<file path="config.mk">
export PLATFORM = sky130hd
export DESIGN_NAME = nfc_frontend_irq_aggregator
export DESIGN_NICKNAME = d
export VERILOG_FILES = /design/src/rtl/nfc_frontend_irq_aggregator.v
export VERILOG_INCLUDE_DIRS = /design/src /design/src/inc
export SDC_FILE = /design/constraint.sdc
export NUM_CORES = 1
export LEC_CHECK = 0
export ABC_AREA = 1
export BUFFER_PORTS_ARGS = -buffer_cell sky130_fd_sc_hd__buf_2
export CAP_MARGIN = 20
export CELL_PAD_IN_SITES_DETAIL_PLACEMENT = 1
export CELL_PAD_IN_SITES_GLOBAL_PLACEMENT = 2
export CORE_ASPECT_RATIO = 0.9
export CORE_UTILIZATION = 30
export CTS_CLUSTER_DIAMETER = 100
export DETAILED_ROUTE_END_ITERATION = 6
export PLACE_DENSITY = 0.94
export SYNTH_ARGS = -nofsm -noshare
export SYNTH_HDL_FRONTEND = slang
export SYNTH_SLANG_ARGS = --single-unit
</file>
<file path="constraint.sdc">
create_clock -name mclk -period 3.2 [get_ports mclk]
set_input_delay 0.64 -clock mclk [delete_from_list [all_inputs] [get_ports mclk]]
set_output_delay 0.64 -clock mclk [all_outputs]
set_load 0.02 [all_outputs]
</file>
<file path="src/inc/irq_agg_consts.vh">
// Constants for the frontend interrupt aggregator: register map, field layout, bit positions
`ifndef IRQ_AGG_CONSTS_VH
`define IRQ_AGG_CONSTS_VH

// ----------------------------------------------------------------------
// Bus geometry
// ----------------------------------------------------------------------
`define ADDR_W        8
`define IDX_W         6
`define DATA_W        32
`define STRB_W        4

// ----------------------------------------------------------------------
// Register indices (byte address is four times the index)
// ----------------------------------------------------------------------
`define IDX_ENABLE    6'h01
`define IDX_STATUS    6'h02
`define IDX_CLEAR     6'h03
`define IDX_BUS_STAT  6'h08
`define IDX_BUS_MASK  6'h09

// ----------------------------------------------------------------------
// Event flag layout
// ----------------------------------------------------------------------
`define EVT_W         20
`define EN_RW_W       17
`define EN_FIXED_W    3
`define EN_FIXED_ONES 3'h7
`define PAD_W         12
`define PAD_ZERO      12'h000
`define EVT_ZERO      20'h00000
`define EN_RW_RESET   17'h00000

`define BIT_LOW_POWER   19
`define BIT_NVM_FAIL    18
`define BIT_GEN_ERROR   17
`define BIT_TEMP        16
`define BIT_SUBCARRIER  15
`define BIT_FRAME_START 14
`define BIT_TIMER2      13
`define BIT_TIMER1      12
`define BIT_TIMER0      11
`define BIT_ACT_FAULT   10
`define BIT_OWN_ON      9
`define BIT_OWN_OFF     8
`define BIT_EXT_ON      7
`define BIT_EXT_OFF     6
`define BIT_STATE_CHG   5
`define BIT_CARD_ACT    4
`define BIT_MOD_FOUND   3
`define BIT_IDLE        2
`define BIT_TX_END      1
`define BIT_RX_END      0

// ----------------------------------------------------------------------
// Bus event status (read-to-clear) layout
// ----------------------------------------------------------------------
`define BUS_W         2
`define BUS_ZERO      2'h0
`define BUS_UNMAPPED  0
`define BUS_RO_WRITE  1
`define BUS_PAD_W     30
`define BUS_PAD_ZERO  30'h00000000

`define WORD_ZERO     32'h00000000

`endif

</file>
<file path="src/rtl/nfc_frontend_irq_aggregator.v">
// Interrupt aggregation of the contactless frontend with its APB register slave
//
// Summary of operation
// - Enable bits 16..0 are read/write, reset 0, and pass their flag to the pin.
// - Enable bits 19, 18, 17 are read-only ones; those events always reach the pin.
// - Read-only 32-bit status at index 2h; flags reset 0; bits 31..20 reserved zero.
// - Status 19 low-power detect, 18 nonvolatile program failure, 17 general error.
// - Bit 16 is the temperature event in status, enable and clear registers.
// - Bit 15 receive subcarrier seen, bit 14 receive frame start seen.
// - Bits 13, 12, 11 are expiries of timer 2, timer 1, timer 0.
// - Bit 10 is the active-communication RF fault, own enable and clear.
// - Bit 9 own field switched on in reader role, bit 8 switched off.
// - Bit 7 external field appeared, bit 6 external field vanished.
// - Bit 5 is a transceive state machine state change.
// - Bit 4 is activation while acting as an emulated card.
// - Bit 3 is detection of an external modulation scheme.
// - Bit 2 idle entered, bit 1 transmission done, bit 0 reception done.
// - Writing one to a bit of the clear register at index 3h resets that flag.
// - Clear bits 5..0 reset state-change, card, mode, idle, transmit and receive flags.
//
// The implementer's own choice: register access over APB.
`include "irq_agg_consts.vh"
`timescale 1ns/1ps
`default_nettype none

module nfc_frontend_irq_aggregator (
  input  wire                 mclk,
  input  wire                 reset_n,
  input  wire                 psel,
  input  wire                 penable,
  input  wire                 pwrite,
  input  wire [`ADDR_W-1:0]   paddr,
  input  wire [`DATA_W-1:0]   pwdata,
  input  wire [`STRB_W-1:0]   pstrb,
  output reg  [`DATA_W-1:0]   prdata,
  output reg                  pready,
  output reg                  pslverr,
  output reg                  irq_req,
  input  wire                 low_power_detect_event,
  input  wire                 nvm_program_fail_event,
  input  wire                 general_error_event,
  input  wire                 temperature_event,
  input  wire                 subcarrier_seen_event,
  input  wire                 frame_start_seen_event,
  input  wire                 third_timer_event,
  input  wire                 second_timer_event,
  input  wire                 first_timer_event,
  input  wire                 active_comm_fault_event,
  input  wire                 own_field_on_event,
  input  wire                 own_field_off_event,
  input  wire                 external_field_on_event,
  input  wire                 external_field_off_event,
  input  wire                 state_change_event,
  input  wire                 card_activated_event,
  input  wire                 modulation_found_event,
  input  wire                 idle_entered_event,
  input  wire                 transmit_done_event,
  input  wire                 receive_done_event
);

  // --------------------------------------------------------------------
  // Helpers
  // --------------------------------------------------------------------
  function [`ADDR_W-1:0] reg_addr;
    input [`IDX_W-1:0] idx;
    begin
      reg_addr = {idx, 2'b00};
    end
  endfunction

  function [`DATA_W-1:0] strb_mask;
    input [`STRB_W-1:0] strb;
    begin
      strb_mask = {{8{strb[3]}}, {8{strb[2]}}, {8{strb[1]}}, {8{strb[0]}}};
    end
  endfunction

  // --------------------------------------------------------------------
  // State
  // --------------------------------------------------------------------
  reg  [`EVT_W-1:0]     flags;
  reg  [`EN_RW_W-1:0]   en_rw;
  reg  [`BUS_W-1:0]     bus_stat;
  reg  [`BUS_W-1:0]     bus_mask;

  reg  [`EVT_W-1:0]     next_flags;
  reg  [`EN_RW_W-1:0]   next_en_rw;
  reg  [`BUS_W-1:0]     next_bus_stat;
  reg  [`BUS_W-1:0]     next_bus_mask;
  reg  [`DATA_W-1:0]    next_prdata;

  wire [`EVT_W-1:0]     events;
  wire [`EVT_W-1:0]     en_eff;
  wire [`EVT_W-1:0]     next_en_eff;
  wire [`EVT_W-1:0]     clr_bits;
  wire [`DATA_W-1:0]    wbits;
  wire [`DATA_W-1:0]    wmask;
  wire [`BUS_W-1:0]     bus_events;
  wire [`BUS_W-1:0]     bus_rd_clear;

  // --------------------------------------------------------------------
  // Event vector assembly
  // --------------------------------------------------------------------
  assign events[`BIT_LOW_POWER]   = low_power_detect_event;
  assign events[`BIT_NVM_FAIL]    = nvm_program_fail_event;
  assign events[`BIT_GEN_ERROR]   = general_error_event;
  assign events[`BIT_TEMP]        = temperature_event;
  assign events[`BIT_SUBCARRIER]  = subcarrier_seen_event;
  assign events[`BIT_FRAME_START] = frame_start_seen_event;
  assign events[`BIT_TIMER2]      = third_timer_event;
  assign events[`BIT_TIMER1]      = second_timer_event;
  assign events[`BIT_TIMER0]      = first_timer_event;
  assign events[`BIT_ACT_FAULT]   = active_comm_fault_event;
  assign events[`BIT_OWN_ON]      = own_field_on_event;
  assign events[`BIT_OWN_OFF]     = own_field_off_event;
  assign events[`BIT_EXT_ON]      = external_field_on_event;
  assign events[`BIT_EXT_OFF]     = external_field_off_event;
  assign events[`BIT_STATE_CHG]   = state_change_event;
  assign events[`BIT_CARD_ACT]    = card_activated_event;
  assign events[`BIT_MOD_FOUND]   = modulation_found_event;
  assign events[`BIT_IDLE]        = idle_entered_event;
  assign events[`BIT_TX_END]      = transmit_done_event;
  assign events[`BIT_RX_END]      = receive_done_event;

  // --------------------------------------------------------------------
  // APB decode
  // --------------------------------------------------------------------
  // No wait state: read data is fetched in the setup cycle so every
  // slave output can come straight from a flop.
  wire setup   = psel & ~penable;
  wire access  = psel & penable & pready;
  wire hit_en  = (paddr == reg_addr(`IDX_ENABLE));
  wire hit_st  = (paddr == reg_addr(`IDX_STATUS));
  wire hit_clr = (paddr == reg_addr(`IDX_CLEAR));
  wire hit_bs  = (paddr == reg_addr(`IDX_BUS_STAT));
  wire hit_bm  = (paddr == reg_addr(`IDX_BUS_MASK));
  wire mapped  = hit_en | hit_st | hit_clr | hit_bs | hit_bm;
  wire wr_acc  = access & pwrite;

  assign wmask = strb_mask(pstrb);
  assign wbits = pwdata & wmask;

  assign en_eff      = {`EN_FIXED_ONES, en_rw};
  assign next_en_eff = {`EN_FIXED_ONES, next_en_rw};

  // Zero bits and bits above the event field are simply ignored
  assign clr_bits = (wr_acc & hit_clr) ? wbits[`EVT_W-1:0] : `EVT_ZERO;

  assign bus_events[`BUS_UNMAPPED] = access & ~mapped;
  assign bus_events[`BUS_RO_WRITE] = wr_acc & hit_st;

  // Only bits already returned to software are cleared, so an event
  // landing between fetch and completion survives the read
  assign bus_rd_clear = (access & ~pwrite & hit_bs) ? prdata[`BUS_W-1:0] : `BUS_ZERO;

  // --------------------------------------------------------------------
  // Next-state logic
  // --------------------------------------------------------------------
  always @* begin
    next_flags    = (flags & ~clr_bits) | events;
    next_bus_stat = (bus_stat & ~bus_rd_clear) | bus_events;
    next_en_rw    = en_rw;
    next_bus_mask = bus_mask;
    if (wr_acc & hit_en) begin
      next_en_rw = (en_rw & ~wmask[`EN_RW_W-1:0]) | wbits[`EN_RW_W-1:0];
    end
    if (wr_acc & hit_bm) begin
      next_bus_mask = (bus_mask & ~wmask[`BUS_W-1:0]) | wbits[`BUS_W-1:0];
    end
  end

  always @* begin
    next_prdata = `WORD_ZERO;
    if (setup & ~pwrite) begin
      if (hit_en) begin
        next_prdata = {`PAD_ZERO, en_eff};
      end else if (hit_st) begin
        next_prdata = {`PAD_ZERO, flags};
      end else if (hit_bs) begin
        next_prdata = {`BUS_PAD_ZERO, bus_stat};
      end else if (hit_bm) begin
        next_prdata = {`BUS_PAD_ZERO, bus_mask};
      end else begin
        next_prdata = `WORD_ZERO;
      end
    end
  end

  // --------------------------------------------------------------------
  // Registers
  // --------------------------------------------------------------------
  always @(posedge mclk or negedge reset_n) begin
    if (!reset_n) begin
      flags    <= `EVT_ZERO;
      en_rw    <= `EN_RW_RESET;
      bus_stat <= `BUS_ZERO;
      bus_mask <= `BUS_ZERO;
      prdata   <= `WORD_ZERO;
      pready   <= 1'b0;
      pslverr  <= 1'b0;
      irq_req  <= 1'b0;
    end else begin
      flags    <= next_flags;
      en_rw    <= next_en_rw;
      bus_stat <= next_bus_stat;
      bus_mask <= next_bus_mask;
      prdata   <= next_prdata;
      pready   <= setup;
      pslverr  <= setup & ~mapped;
      // Built from next values so the pin follows flags without lag
      irq_req  <= (|(next_flags & next_en_eff)) |
                  (|(next_bus_stat & next_bus_mask));
    end
  end

endmodule // nfc_frontend_irq_aggregator

`default_nettype wire

</file>
# Yosys cells after proc, flatten, opt, wreduce, memory -nomap -nowiden
# Index checks and enable logic that the tools add are counted.
# W data, S select, Z words.
# totals
ff_bits	76
in_bits	69
out_inout_bits	35
word_cells	60
# op_classes
eq_ne	5
muxes	9
bitwise	36
reduce_logical	2
# op_table
op	n
$and A20 B20 Y20	3
$mux W20	3
$mux W32	1
$not A20 Y20	1
$or A20 B20 Y20	1
$reduce_or A20 Y1	1
$and A17 B17 Y17	1
$mux W17	1
$not A17 Y17	1
$or A17 B17 Y17	1
$eq A8 B4 Y1 const B	2
$eq A8 B6 Y1 const B	2
$and A1 B1 Y1	13
$eq A8 B3 Y1 const B	1
$mux W2	4
$and A2 B2 Y2	3
$or A1 B1 Y1	5
$not A2 Y2	2
$or A2 B2 Y2	2
$not A1 Y1	3
$reduce_or A2 Y1	1

# Depth between registers and ports, before layout
# Gate-level depths: netlist (run 1).
# depth
ltp_word	11
ltp_mapped	14

# Worst setup path after synthesis (run 1)
# No wires, ideal clock.
# synth_path
path_type	input -> register
startpoint	in paddr[5]
endpoint	reg irq_req
setup_time_ns	0.119
t_arrival_ns	1.689
slack_ns	1.392
path_stages	13
n_path_buf	1
path_cell_list	nor2_1 > nand2_2 > nor2_4 > buf_6 > nand3_1 > nand2_1 > nand2_2 > nand2_1 > nand2_1 > nor2_1 > nand2_1 > nor2_1 > nand2_1
# synth_between
word_cells_on_any_way	31
# synth_lines
item	line_no	source
start, declared	nfc_frontend_irq_aggregator.v:32	input wire [`ADDR_W-1:0] paddr,
$eq A8 B4 Y1	nfc_frontend_irq_aggregator.v:134	wire hit_clr = (paddr == reg_addr(`IDX_CLEAR));
$and A1 B1 Y1	nfc_frontend_irq_aggregator.v:147	assign clr_bits = (wr_acc & hit_clr) ? wbits[`EVT_W-1:0] : `EVT_ZERO;
$mux W20 (no source line)	-	
$not A20 Y20	nfc_frontend_irq_aggregator.v:160	next_flags = (flags & ~clr_bits) | events;
$and A20 B20 Y20	nfc_frontend_irq_aggregator.v:160	
$or A20 B20 Y20	nfc_frontend_irq_aggregator.v:160	
via next_flags[2]	nfc_frontend_irq_aggregator.v:86	reg [`EVT_W-1:0] next_flags;
$and A20 B20 Y20	nfc_frontend_irq_aggregator.v:211	irq_req <= (|(next_flags & next_en_eff)) |
$reduce_or A20 Y1	nfc_frontend_irq_aggregator.v:211	
$or A1 B1 Y1	nfc_frontend_irq_aggregator.v:211	
end signal, assigned	nfc_frontend_irq_aggregator.v:211	
end, declared	nfc_frontend_irq_aggregator.v:38	output reg irq_req,
# The timed path passes the listed nets, and every way through them passes these cells.

# Worst setup path after layout (run 1)
# layout_path
startpoint	in penable
endpoint	reg irq_req
# layout_between
word_cells_on_any_way	25
# layout_lines
item	line_no	source
start, declared	nfc_frontend_irq_aggregator.v:30	input wire penable,
$and A1 B1 Y1 (2 in series)	nfc_frontend_irq_aggregator.v:131	wire access = psel & penable & pready;
$and A1 B1 Y1	nfc_frontend_irq_aggregator.v:138	wire wr_acc = access & pwrite;
$and A1 B1 Y1	nfc_frontend_irq_aggregator.v:164	if (wr_acc & hit_en) begin
$mux W17	nfc_frontend_irq_aggregator.v:164	
via next_en_rw[1]	nfc_frontend_irq_aggregator.v:87	reg [`EN_RW_W-1:0] next_en_rw;
$and A20 B20 Y20	nfc_frontend_irq_aggregator.v:211	
$reduce_or A20 Y1	nfc_frontend_irq_aggregator.v:211	
$or A1 B1 Y1	nfc_frontend_irq_aggregator.v:211	
# The timed path passes the listed nets, and every way through them passes these cells.

==> flow_metrics.py, run 1 <==
metrics = {
    "outcome": {
        "status": "completed",
    },
    "logic_synthesis": {
        "ys_seq_area_share_pct": 47.81,
        "synth_area_leaders": "dfrtp_1, nand2_1, inv_1",
        "avgSynthCellArea_um2": 7.345,
        "ys_types": 23,
        "netlist_area_um2": 3349,
        "yosysTopAreaCell": "dfrtp_1",
        "syn_inst": 456,
        "ys_ff_latch": 64,
        "synth_top_area_share_pct": 47.81,
        "yosys_warnings": 0,
    },
    "grt": {
        "grt_pass1_wl_mm": 16.06,
        "grt_max_degree": 65,
        "antenna_found_initial": 0,
        "grt_pass1_vias": 3220,
        "grtUsageTotal_pct": 18.20,
        "grt_overflow_total": 0,
    },
    "route": {
        "post-route-drc-count": 0,
        "drt_iter0_drc": 111,
        "via_per_inst": 4.459,
        "postRouteAntennaNets": 0,
        "routed_wl_mm": 9.745,
        "first_pass_iters": 4,
        "wire_per_inst_um": 14.10,
        "vias": 3081,
    },
    "die": {
        "die_height_um": 102.2,
        "start_util_pct": 30.86,
        "rows": 36,
        "dieWidth_um": 113.4,
        "core_um2": 10860,
        "dieArea_um2": 11590,
        "io_pins": 104,
    },
    "timing": {
        "slew_viol_final": 0,
        "hold_slack_ns": 0.4937,
        "max_slew_margin_pct": 44.07,
        "max_freq_mhz": 415.4,
        "rsz0062_at_grt": "no",
        "min_period_ns": 2.407,
        "setup_tns_ns": 0,
        "worst_slew_pin_slew_ns": 0.8390,
        "finalClockSkew_ns": 0.004661,
        "setup_viol": 0,
        "fin_crit_sh_pct": 75.22,
        "finalHoldViolations": 0,
    },
    "cells_and_area": {
        "antenna_cells": 0,
        "multiInputGateArea_um2": 1303,
        "drive_above_1_share_pct": 20.96,
        "fill_cells": 1388,
        "nets": 604,
        "area_growth_pct": 23.05,
        "finish.instance_area_um2": 4121,
        "regArea_um2": 1602,
    },
    "worst_setup_path": {
        "criticalPathCategory": "in -> reg",
        "crit_arrival_ns": 2.61,
        "cp_max_fo": 21,
        "critPathRequiredTime_ns": 3.40,
        "cp-end-kind": "register",
        "worstSetupStartpointType": "input port",
    },
    "clock_network": {
        "cts_root_buf": "clkbuf_16",
        "post_cts_resized": 0,
        "clockBufferDepth": 2,
        "cts_hold_buf": 0,
        "cts_tree": "done",
        "cts_max_level": 3,
        "path_clk_slew_ns": 0.05,
        "clk_latency_ns": 0.32,
        "post_cts_buffers": 0,
        "clkSinkCount": 64,
        "cts_buffers": 9,
    },
    "pwr": {
        "p_leak_nw": 2.299,
        "powerDensity_nw_per_um2": 472.5,
        "irDropWorstVdd_mv": 0.1926,
    },
    "min_path": {
        "hold_class": "reg -> reg",
    },
    "job": {
        "cap_violations": 0,
    },
    "placement": {
        "post-dp-hpwl_mm": 6.683,
        "gp_congestion": 0.7627,
        "place_area_um2": 3815,
        "io_buffers": 78,
    },
}
[power breakdown]
| part | leakage, nW | internal [mW] | switching, mW |
|---|---|---|---|
| Combinational | 1.45 | 0.0418 | 0.0893 |
| Sequential | 0.694 | 0.813 | 0.00170 |
| Clock | 0.154 | 0.659 | 0.342 |
| Total | 2.30 | 1.51 | 0.433 |
[cells in the mapped netlist]
cell,n
clkbuf_1,1
o21ai_0,14
nor2_2,2
nor2_4,4
a21oi_1,34
nand2_1,160
nor2_1,24
inv_2,6
nor3_1,1
nand2_2,2
dfrtp_1,64
conb_1,1
and3_1,1
o21bai_1,3
inv_1,72
buf_6,4
buf_4,15
o21ai_1,2
nand3_1,34
clkinv_1,2
a211oi_1,3
nand3_2,2
buf_2,5
[cell usage in the layout (no fill, tap or decap), drive strengths merged, types with 4 or more instances in the layout]
cell type and instances:
clkbuf 12, dfrtp 64, clkinv 4, nand3 36
a21oi 34, inv 78, buf 82, nand2 162
nor2 30, o21ai 16, conb 12
[flip-flops by register name, indices dropped and copies added (netlist names)]
name      count
bus_stat      2
prdata       20
irq_req       1
bus_mask      2
flags        20
pslverr       1
pready        1
en_rw        17
[cell families (layout without fill, tap and decap cells)]
group	count (synthesis)	in the layout	synth area share (%)
buffers and inverters	105	177	14.53
AOI/OAI and AO/OA	56	56	8.816
and+or+nand+nor	230	230	28.73
other	1	12	0.1120
DFF	64	64	47.81
[final timing paths]
path | start | end | slack [ns] | cells after the start
worst min-delay path | flags[3]$_DFF_PN0_ | flags[3]$_DFF_PN0_ | 0.49 | 2
min in group asynchronous | reset_n | prdata[17]$_DFF_PN0_ | 0.50 | 2
worst min register to register | flags[3]$_DFF_PN0_ | flags[3]$_DFF_PN0_ | 0.49 | 2
max in group asynchronous | reset_n | prdata[6]$_DFF_PN0_ | 2.15 | 2
worst max register to register | pready$_DFF_PN0_ | irq_req$_DFF_PN0_ | 0.85 | 11
worst max-delay path | penable | irq_req$_DFF_PN0_ | 0.79 | 12
[critical path: stages]
cell and delay (ns):
buf_2 0.10, nand3_2 0.12, nor2_4 0.39, nand3_2 0.52, nand2_1 0.17, o21ai_0 0.12, nand2_1 0.11, nand2_1 0.07
nor2_1 0.09, nand2_1 0.06, nor2_1 0.15, nand2_1 0.08
[area by class of cell]
| class | instances | area share, % |
|---|---|---|
| clock inverters | 3 | 0.9715 |
| multi-input cells | 298 | 31.60 |
| flip-flops and latches | 64 | 38.86 |
| repair buffers | 82 | 10.20 |
| inverters | 80 | 7.286 |
| clock buffers | 12 | 6.466 |
| well taps | 152 | 4.614 |
[metrics by stage]
stage / setup WS, ns / utilization [%] / total power, mW / cells
floorplan: 1.392 / - / 0.9013 / 467
global placement: 0.5707 / 35.14 / 0.9574 / 676
detailed placement: 0.4870 / 35.14 / 0.9626 / 676
CTS: 0.7886 / 37.97 / 1.975 / 691
global route: 0.5740 / 37.97 / 2.024 / 691
finish: 0.7929 / 37.97 / 1.947 / 691
[metal layers]
layer,global-route usage (%),vias up,wire [um]
li1,-,1521,-
met1,22.08,1469,4401
met2,32.94,81,4868
met3,3.203,10,380
met4,6.073,0,94
met5,0,-,0
No activity file was read; power rests on OpenSTA's default activity.
==> run 2: changes to the inputs <==
--- a/config.mk
+++ b/config.mk
@@ -12,10 +12,10 @@
 export CELL_PAD_IN_SITES_DETAIL_PLACEMENT = 1
 export CELL_PAD_IN_SITES_GLOBAL_PLACEMENT = 2
 export CORE_ASPECT_RATIO = 0.9
-export CORE_UTILIZATION = 30
+export CORE_UTILIZATION = 25
 export CTS_CLUSTER_DIAMETER = 100
 export DETAILED_ROUTE_END_ITERATION = 6
-export PLACE_DENSITY = 0.94
+export PLACE_DENSITY = 0.85
 export SYNTH_ARGS = -nofsm -noshare
 export SYNTH_HDL_FRONTEND = slang
 export SYNTH_SLANG_ARGS = --single-unit
==> constraint.sdc (replaced) <==
create_clock -name mclk -period 2.2 [get_ports mclk]
set_input_delay 0.44 -clock mclk [delete_from_list [all_inputs] [get_ports mclk]]
set_output_delay 0.44 -clock mclk [all_outputs]
set_load 0.02 [all_outputs]
==> flow_metrics.py, run 2 (synthesis results as in run 1) <==
metrics = {
    "outcome": {
        "status": "completed",
    },
    "job": {
        "cap_violations": 0,
    },
    "placement": {
        "io_buffers": 78,
        "gp_congestion": 0.7519,
        "place_area_um2": 3948,
        "post-dp-hpwl_mm": 6.905,
    },
    "pwr": {
        "p_clk_share_pct": 48.2,
        "p_switching_mw": 0.6381,
        "power.total_mw": 2.675,
        "switching_share_pct": 23.85,
        "p_int_mw": 2.037,
        "p_leak_nw": 2.336,
        "comb_power_share_pct": 7.5,
        "irDropWorstVdd_mv": 0.3836,
        "p_seq_share_pct": 44.3,
        "powerDensity_nw_per_um2": 634.9,
    },
    "grt": {
        "grt_pass1_vias": 3258,
        "grt_pass1_wl_mm": 15.92,
        "grt_max_degree": 65,
        "grt_overflow_total": 0,
        "grtUsageTotal_pct": 15.13,
        "antenna_found_initial": 0,
    },
    "timing": {
        "hold_slack_ns": 0.1253,
        "finalClockSkew_ns": 0.006096,
        "finalHoldViolations": 0,
        "min_period_ns": 1.749,
        "fin_crit_sh_pct": 79.49,
        "rsz0062_at_grt": "no",
        "max_freq_mhz": 571.8,
        "setup_viol": 0,
        "setup_tns_ns": 0,
        "slew_viol_final": 0,
    },
    "cells_and_area": {
        "area_growth_pct": 25.81,
        "drive_above_1_share_pct": 22.04,
        "final_cell_mix": "nand2_1, buf_2, inv_1, dfrtp_1",
        "fill_cells": 1620,
        "final_common_cell": "nand2_1",
        "top_regs": "flags (20), prdata (20), en_rw (17)",
        "antenna_cells": 0,
        "nets": 613,
        "finish.instance_area_um2": 4214,
    },
    "worst_setup_path": {
        "cp-end-kind": "register",
        "cp_max_fo": 30,
        "r2r_end": "irq_req$_DFF_PN0_",
        "critPathRequiredTime_ns": 2.41,
        "criticalPathCategory": "reg -> reg",
        "crit_arrival_ns": 1.95,
        "worstSetupStartpointType": "register",
        "crit_start": "pready$_DFF_PN0_",
        "reg2reg_slack_ns": 0.45,
        "reg2reg_depth": 12,
        "critical_path.endpoint": "irq_req$_DFF_PN0_",
        "rr_startpoint": "pready$_DFF_PN0_",
    },
    "die": {
        "dieArea_um2": 13870,
        "io_pins": 104,
        "start_util_pct": 26.00,
        "die_height_um": 111.8,
        "rows": 39,
        "core_um2": 12880,
        "dieWidth_um": 124.0,
    },
    "clock_network": {
        "clkSinkCount": 64,
        "path_clk_slew_ns": 0.05,
        "post_cts_buffers": 0,
        "cts_tree": "done",
        "cts_max_level": 3,
        "post_cts_resized": 0,
        "clk_latency_ns": 0.33,
        "cts_hold_buf": 0,
        "cts_root_buf": "clkbuf_16",
        "cts_buffers": 9,
        "clockBufferDepth": 2,
    },
    "route": {
        "via_per_inst": 4.327,
        "post-route-drc-count": 0,
        "drt_iter0_drc": 77,
        "vias": 3085,
        "first_pass_iters": 4,
        "wire_per_inst_um": 13.67,
        "postRouteAntennaNets": 0,
        "routed_wl_mm": 9.748,
    },
    "min_path": {
        "hold_class": "in -> async",
    },
}
## run 2: cell count changes in the layout (fill, tap and decap cells not counted), sizes merged
cell / delta
bufinv: -1
buf: +9
clkinv: +2
## run 2: area by class of cell
cell class / instances / area, um2 / area share (%)
timing repair buffer: 91 / 538.0 / 12.77
inverter: 80 / 300.3 / 7.126
sequential: 64 / 1602 / 38.00
tap: 164 / 205.2 / 4.869
clock buffer: 12 / 246.5 / 5.849
multi-input combinational: 298 / 1303 / 30.91
clock inverter: 4 / 20.02 / 0.4751
## run 2: worst min-delay path by stage
stage	startpoint	slack (ns)	to	cells after the start
floorplan	reset_n	0.14	bus_mask[0]$_DFF_PN0_	0
global placement	bus_mask[1]$_DFF_PN0_	0.48	bus_mask[1]$_DFF_PN0_	2
detailed placement	reset_n	0.49	pready$_DFF_PN0_	2
CTS	reset_n	0.15	pready$_DFF_PN0_	2
global route	reset_n	0.15	pslverr$_DFF_PN0_	2
finish	reset_n	0.13	pslverr$_DFF_PN0_	2
## run 2: power by group through the flow
stage	registers, mW	clock network, mW	logic [mW]
after floorplan	1.21	0	0.102
after global placement	1.21	0	0.199
after detailed placement	1.21	0	0.204
after CTS	1.19	1.33	0.205
after global routing	1.18	1.38	0.227
final	1.19	1.29	0.200
## run 2: critical path, cell delays in order, from the launching register on
cell and delay, ns:
dfrtp_1 0.35, nand3_2 0.13, nor2_4 0.17, buf_12 0.21, nand3_1 0.10, nand2_1 0.07
nand2_1 0.06, nand2_1 0.08, nand2_1 0.06, nor2_1 0.12, nand2_1 0.06, nor2_1 0.15
nand2_1 0.07
## run 2: metrics by stage
stage / setup slack [ns] / util, % / std cells
final: 0.4512 / 32.71 / 713
after global routing: 0.1760 / 32.71 / 713
after CTS: 0.4062 / 32.71 / 713
after detailed placement: 0.1435 / 30.64 / 697
after global placement: 0.1906 / 30.64 / 697
after floorplan: 0.5919 / - / 467
## run 2: routing by layer
layer	wire (um)	track usage (%)	up-vias
met5	0	0	-
met4	67	3.333	0
met3	355	3.689	7
met2	4719	25.52	60
met1	4605	19.40	1480
li1	-	-	1538
==> run 3: changes to the inputs <==
--- a/config.mk
+++ b/config.mk
@@ -6,16 +6,16 @@
 export SDC_FILE = /design/constraint.sdc
 export NUM_CORES = 1
 export LEC_CHECK = 0
-export ABC_AREA = 1
+export ABC_AREA = 0
 export BUFFER_PORTS_ARGS = -buffer_cell sky130_fd_sc_hd__buf_2
 export CAP_MARGIN = 20
 export CELL_PAD_IN_SITES_DETAIL_PLACEMENT = 1
 export CELL_PAD_IN_SITES_GLOBAL_PLACEMENT = 2
 export CORE_ASPECT_RATIO = 0.9
-export CORE_UTILIZATION = 25
+export CORE_UTILIZATION = 30
 export CTS_CLUSTER_DIAMETER = 100
 export DETAILED_ROUTE_END_ITERATION = 6
-export PLACE_DENSITY = 0.85
+export PLACE_DENSITY = 0.87
 export SYNTH_ARGS = -nofsm -noshare
 export SYNTH_HDL_FRONTEND = slang
 export SYNTH_SLANG_ARGS = --single-unit
==> constraint.sdc (replaced) <==
create_clock -name mclk -period 1.7 [get_ports mclk]
set_input_delay 0.34 -clock mclk [delete_from_list [all_inputs] [get_ports mclk]]
set_output_delay 0.34 -clock mclk [all_outputs]
set_load 0.02 [all_outputs]
==> flow_metrics.py, run 3 <==
metrics = {
    "grt": {
        "grt_util_met1_pct": 24.08,
        "grt_max_degree": 32,
        "busiest_layer": "met2",
        "grt_pass1_wl_mm": 14.36,
        "grtUsageTotal_pct": 19.05,
        "grt_overflow_total": 0,
        "antenna_found_initial": 0,
        "use_met2_pct": 33.39,
        "use_met3_pct": 3.927,
        "grt_pass1_vias": 2702,
    },
    "die": {
        "io_pins": 104,
        "rows": 33,
        "core_um2": 9331,
        "dieArea_um2": 10210,
        "die_height_um": 95.98,
        "start_util_pct": 31.55,
        "dieWidth_um": 106.4,
    },
    "logic_synthesis": {
        "synth_compound_area_share_pct": 14.96,
        "post_synth_fa_ha_maj_area_fraction_pct": 0,
        "synthMostInstantiatedCell": "dfrtp_1",
        "synthFlopType": "dfrtp_1",
        "avgSynthCellArea_um2": 11.32,
        "ys_seq_area_share_pct": 54.40,
        "yosysTopAreaCell": "dfrtp_1",
        "ys_types": 44,
        "yosys_warnings": 0,
        "synthArstFlopShare_pct": 100.0,
        "synth_top_area_share_pct": 54.40,
        "synth_top_family_by_area": "simple AND/OR/NAND/NOR gates",
        "synth_area_leaders": "dfrtp_1, mux2_2, a22oi_1",
        "netlist_area_um2": 2944,
        "netlist_top_cells_count": "dfrtp_1, nor2_1, mux2_2",
        "synth-xor-area-share_pct": 0,
        "ys_ff_latch": 64,
        "syn_inst": 260,
        "synth-edff-count": 0,
        "muxShareOfSynthArea_pct": 7.565,
        "synth-simple-area-share_pct": 16.87,
    },
    "timing": {
        "min_period_ns": 2.321,
        "slew_viol_final": 0,
        "setup_viol": 9,
        "worst_slew_pin_slew_ns": 0.5373,
        "rsz0062_at_grt": "yes",
        "max_slew_margin_pct": 64.18,
        "max_freq_mhz": 430.9,
        "finalClockSkew_ns": 0.009404,
        "setup_ws_ns": -0.6205,
        "fin_crit_sh_pct": 136.5,
        "finalHoldViolations": 0,
        "hold_slack_ns": 0.2013,
    },
    "placement": {
        "gp_congestion": 0.8431,
        "io_buffers": 78,
        "place_area_um2": 3779,
        "post-dp-hpwl_mm": 6.416,
        "dp.cells": 486,
    },
    "pwr": {
        "p_switching_mw": 0.7665,
        "comb_power_share_pct": 9.8,
        "p_int_mw": 2.308,
        "power.total_mw": 3.074,
        "p_seq_share_pct": 49.8,
        "switching_share_pct": 24.93,
        "p_clk_share_pct": 40.4,
        "irDropWorstVdd_mv": 0.3258,
        "p_leak_nw": 1.969,
        "powerDensity_nw_per_um2": 708.1,
    },
    "clock_network": {
        "cts_tree": "done",
        "clkSinkCount": 64,
        "clk_latency_ns": 0.34,
        "cts_root_buf": "clkbuf_8",
        "clockBufferDepth": 2,
        "cts_buffers": 9,
        "path_clk_slew_ns": 0.07,
        "cts_max_level": 3,
    },
    "cells_and_area": {
        "fill_cells": 1058,
        "drive_above_1_share_pct": 48.73,
        "instances_no_fill": 516,
        "top_regs": "flags (20), prdata (20), en_rw (17)",
        "antenna_cells": 0,
        "post-route-util_pct": 46.53,
        "nets": 458,
        "finish.instance_area_um2": 4342,
        "area_growth_pct": 47.47,
        "final_cell_mix": "buf_2, dfrtp_1, buf_4, nor2_1, buf_6",
        "final_common_cell": "buf_2",
    },
    "worst_setup_path": {
        "crit_arrival_ns": 2.53,
        "cp-end-kind": "register",
        "criticalPathCategory": "in -> reg",
        "cp_max_fo": 6,
        "critPathRequiredTime_ns": 1.91,
        "worstSetupStartpointType": "input port",
        "reg2reg_slack_ns": -0.60,
    },
    "route": {
        "vias": 2487,
        "first_pass_iters": 4,
        "postRouteAntennaNets": 0,
        "routed_wl_mm": 9.324,
        "post-route-drc-count": 0,
        "drt_iter0_drc": 67,
        "via_per_inst": 4.820,
        "wire_per_inst_um": 18.07,
    },
    "min_path": {
        "hold_class": "in -> reg",
    },
    "outcome": {
        "violations": "negative setup slack",
        "status": "complete, but fails checks",
    },
    "job": {
        "cap_violations": 0,
    },
}
[run 3: cell count changes after synthesis, sizes merged, moves of 8 or more]
cell    previous run  this run
a21oi             34         4
a22oi              0        16
buf               24        16
inv               78         7
mux2               0        18
nand2            162         8
nand2b             0        16
nand3             36         1
o21ai             16         7
o22a               0        12
[run 3: repair_timing]
action | in CTS | in global routing
endpoints found under the hold margin | 16 | 0
cloned | 4 | 0
setup buffers | 9 | 3
gates resized for setup | 34 | 23
setup endpoints to repair | 30 | 38
hold buffers | 1 | 0
pin swaps | 16 | 16
[run 3: final cells by class]
type / count / area, um2 / area share, %
Clock buffer: 12 / 165.2 / 3.804
Tap cell: 122 / 152.6 / 3.516
Inverter: 7 / 26.28 / 0.6052
Sequential cell: 64 / 1602 / 36.89
Multi-Input combinational cell: 176 / 1386 / 31.93
Timing Repair Buffer: 131 / 982.2 / 22.62
Clock inverter: 4 / 27.53 / 0.6340
[run 3: per-stage QoR]
step	setup TNS, ns	setup WS [ns]
floorplan	-10.88	-0.7483
global placement	-21.92	-1.042
detailed placement	-23.08	-1.041
CTS	-2.174	-0.6337
global route	-3.081	-0.7174
finish	-2.202	-0.6205
[run 3: kinds of logic after synthesis]
family,Yosys count
and+or+nand+nor,85
DFF,64
AOI/OAI and AO/OA,59
buffers and inverters,31
muxes,20
other,1
[run 3: power groups by stage]
stage	Clock (mW)	Sequential, mW	Combinational [mW]
floorplan	0	1.56	0.106
global placement	0	1.56	0.266
detailed placement	0	1.56	0.272
CTS	1.28	1.53	0.291
global route	1.33	1.53	0.330
finish	1.24	1.53	0.302
[run 3: worst max-delay path: stages]
cell and delay (ns):
buf_6 0.09, or4b_4 0.56, buf_6 0.16, or4_4 0.50
o22a_1 0.24, a22o_1 0.25, nor4_4 0.28, nand4_1 0.11
[run 3: final timing paths]
| path | depth (start not counted) | start | to |
|---|---|---|---|
| worst min-delay path | 2 | general_error_event | flags[17]$_DFF_PN0_ |
| worst min register to register | 1 | flags[17]$_DFF_PN0_ | flags[17]$_DFF_PN0_ |
| worst max-delay path | 8 | paddr[7] | irq_req$_DFF_PN0_ |
| min in group asynchronous | 2 | reset_n | prdata[19]$_DFF_PN0_ |
| max in group asynchronous | 3 | reset_n | en_rw[1]$_DFF_PN0_ |
| worst max register to register | 7 | pready$_DFF_PN0_ | irq_req$_DFF_PN0_ |
[run 3: metal layers]
metal	share of wire, %	routed length (um)	up-vias
li1	-	-	1174
met1	45	4236	1243
met2	50	4620	61
met3	4.0	376	9
met4	0.97	90	0
met5	0	0	-
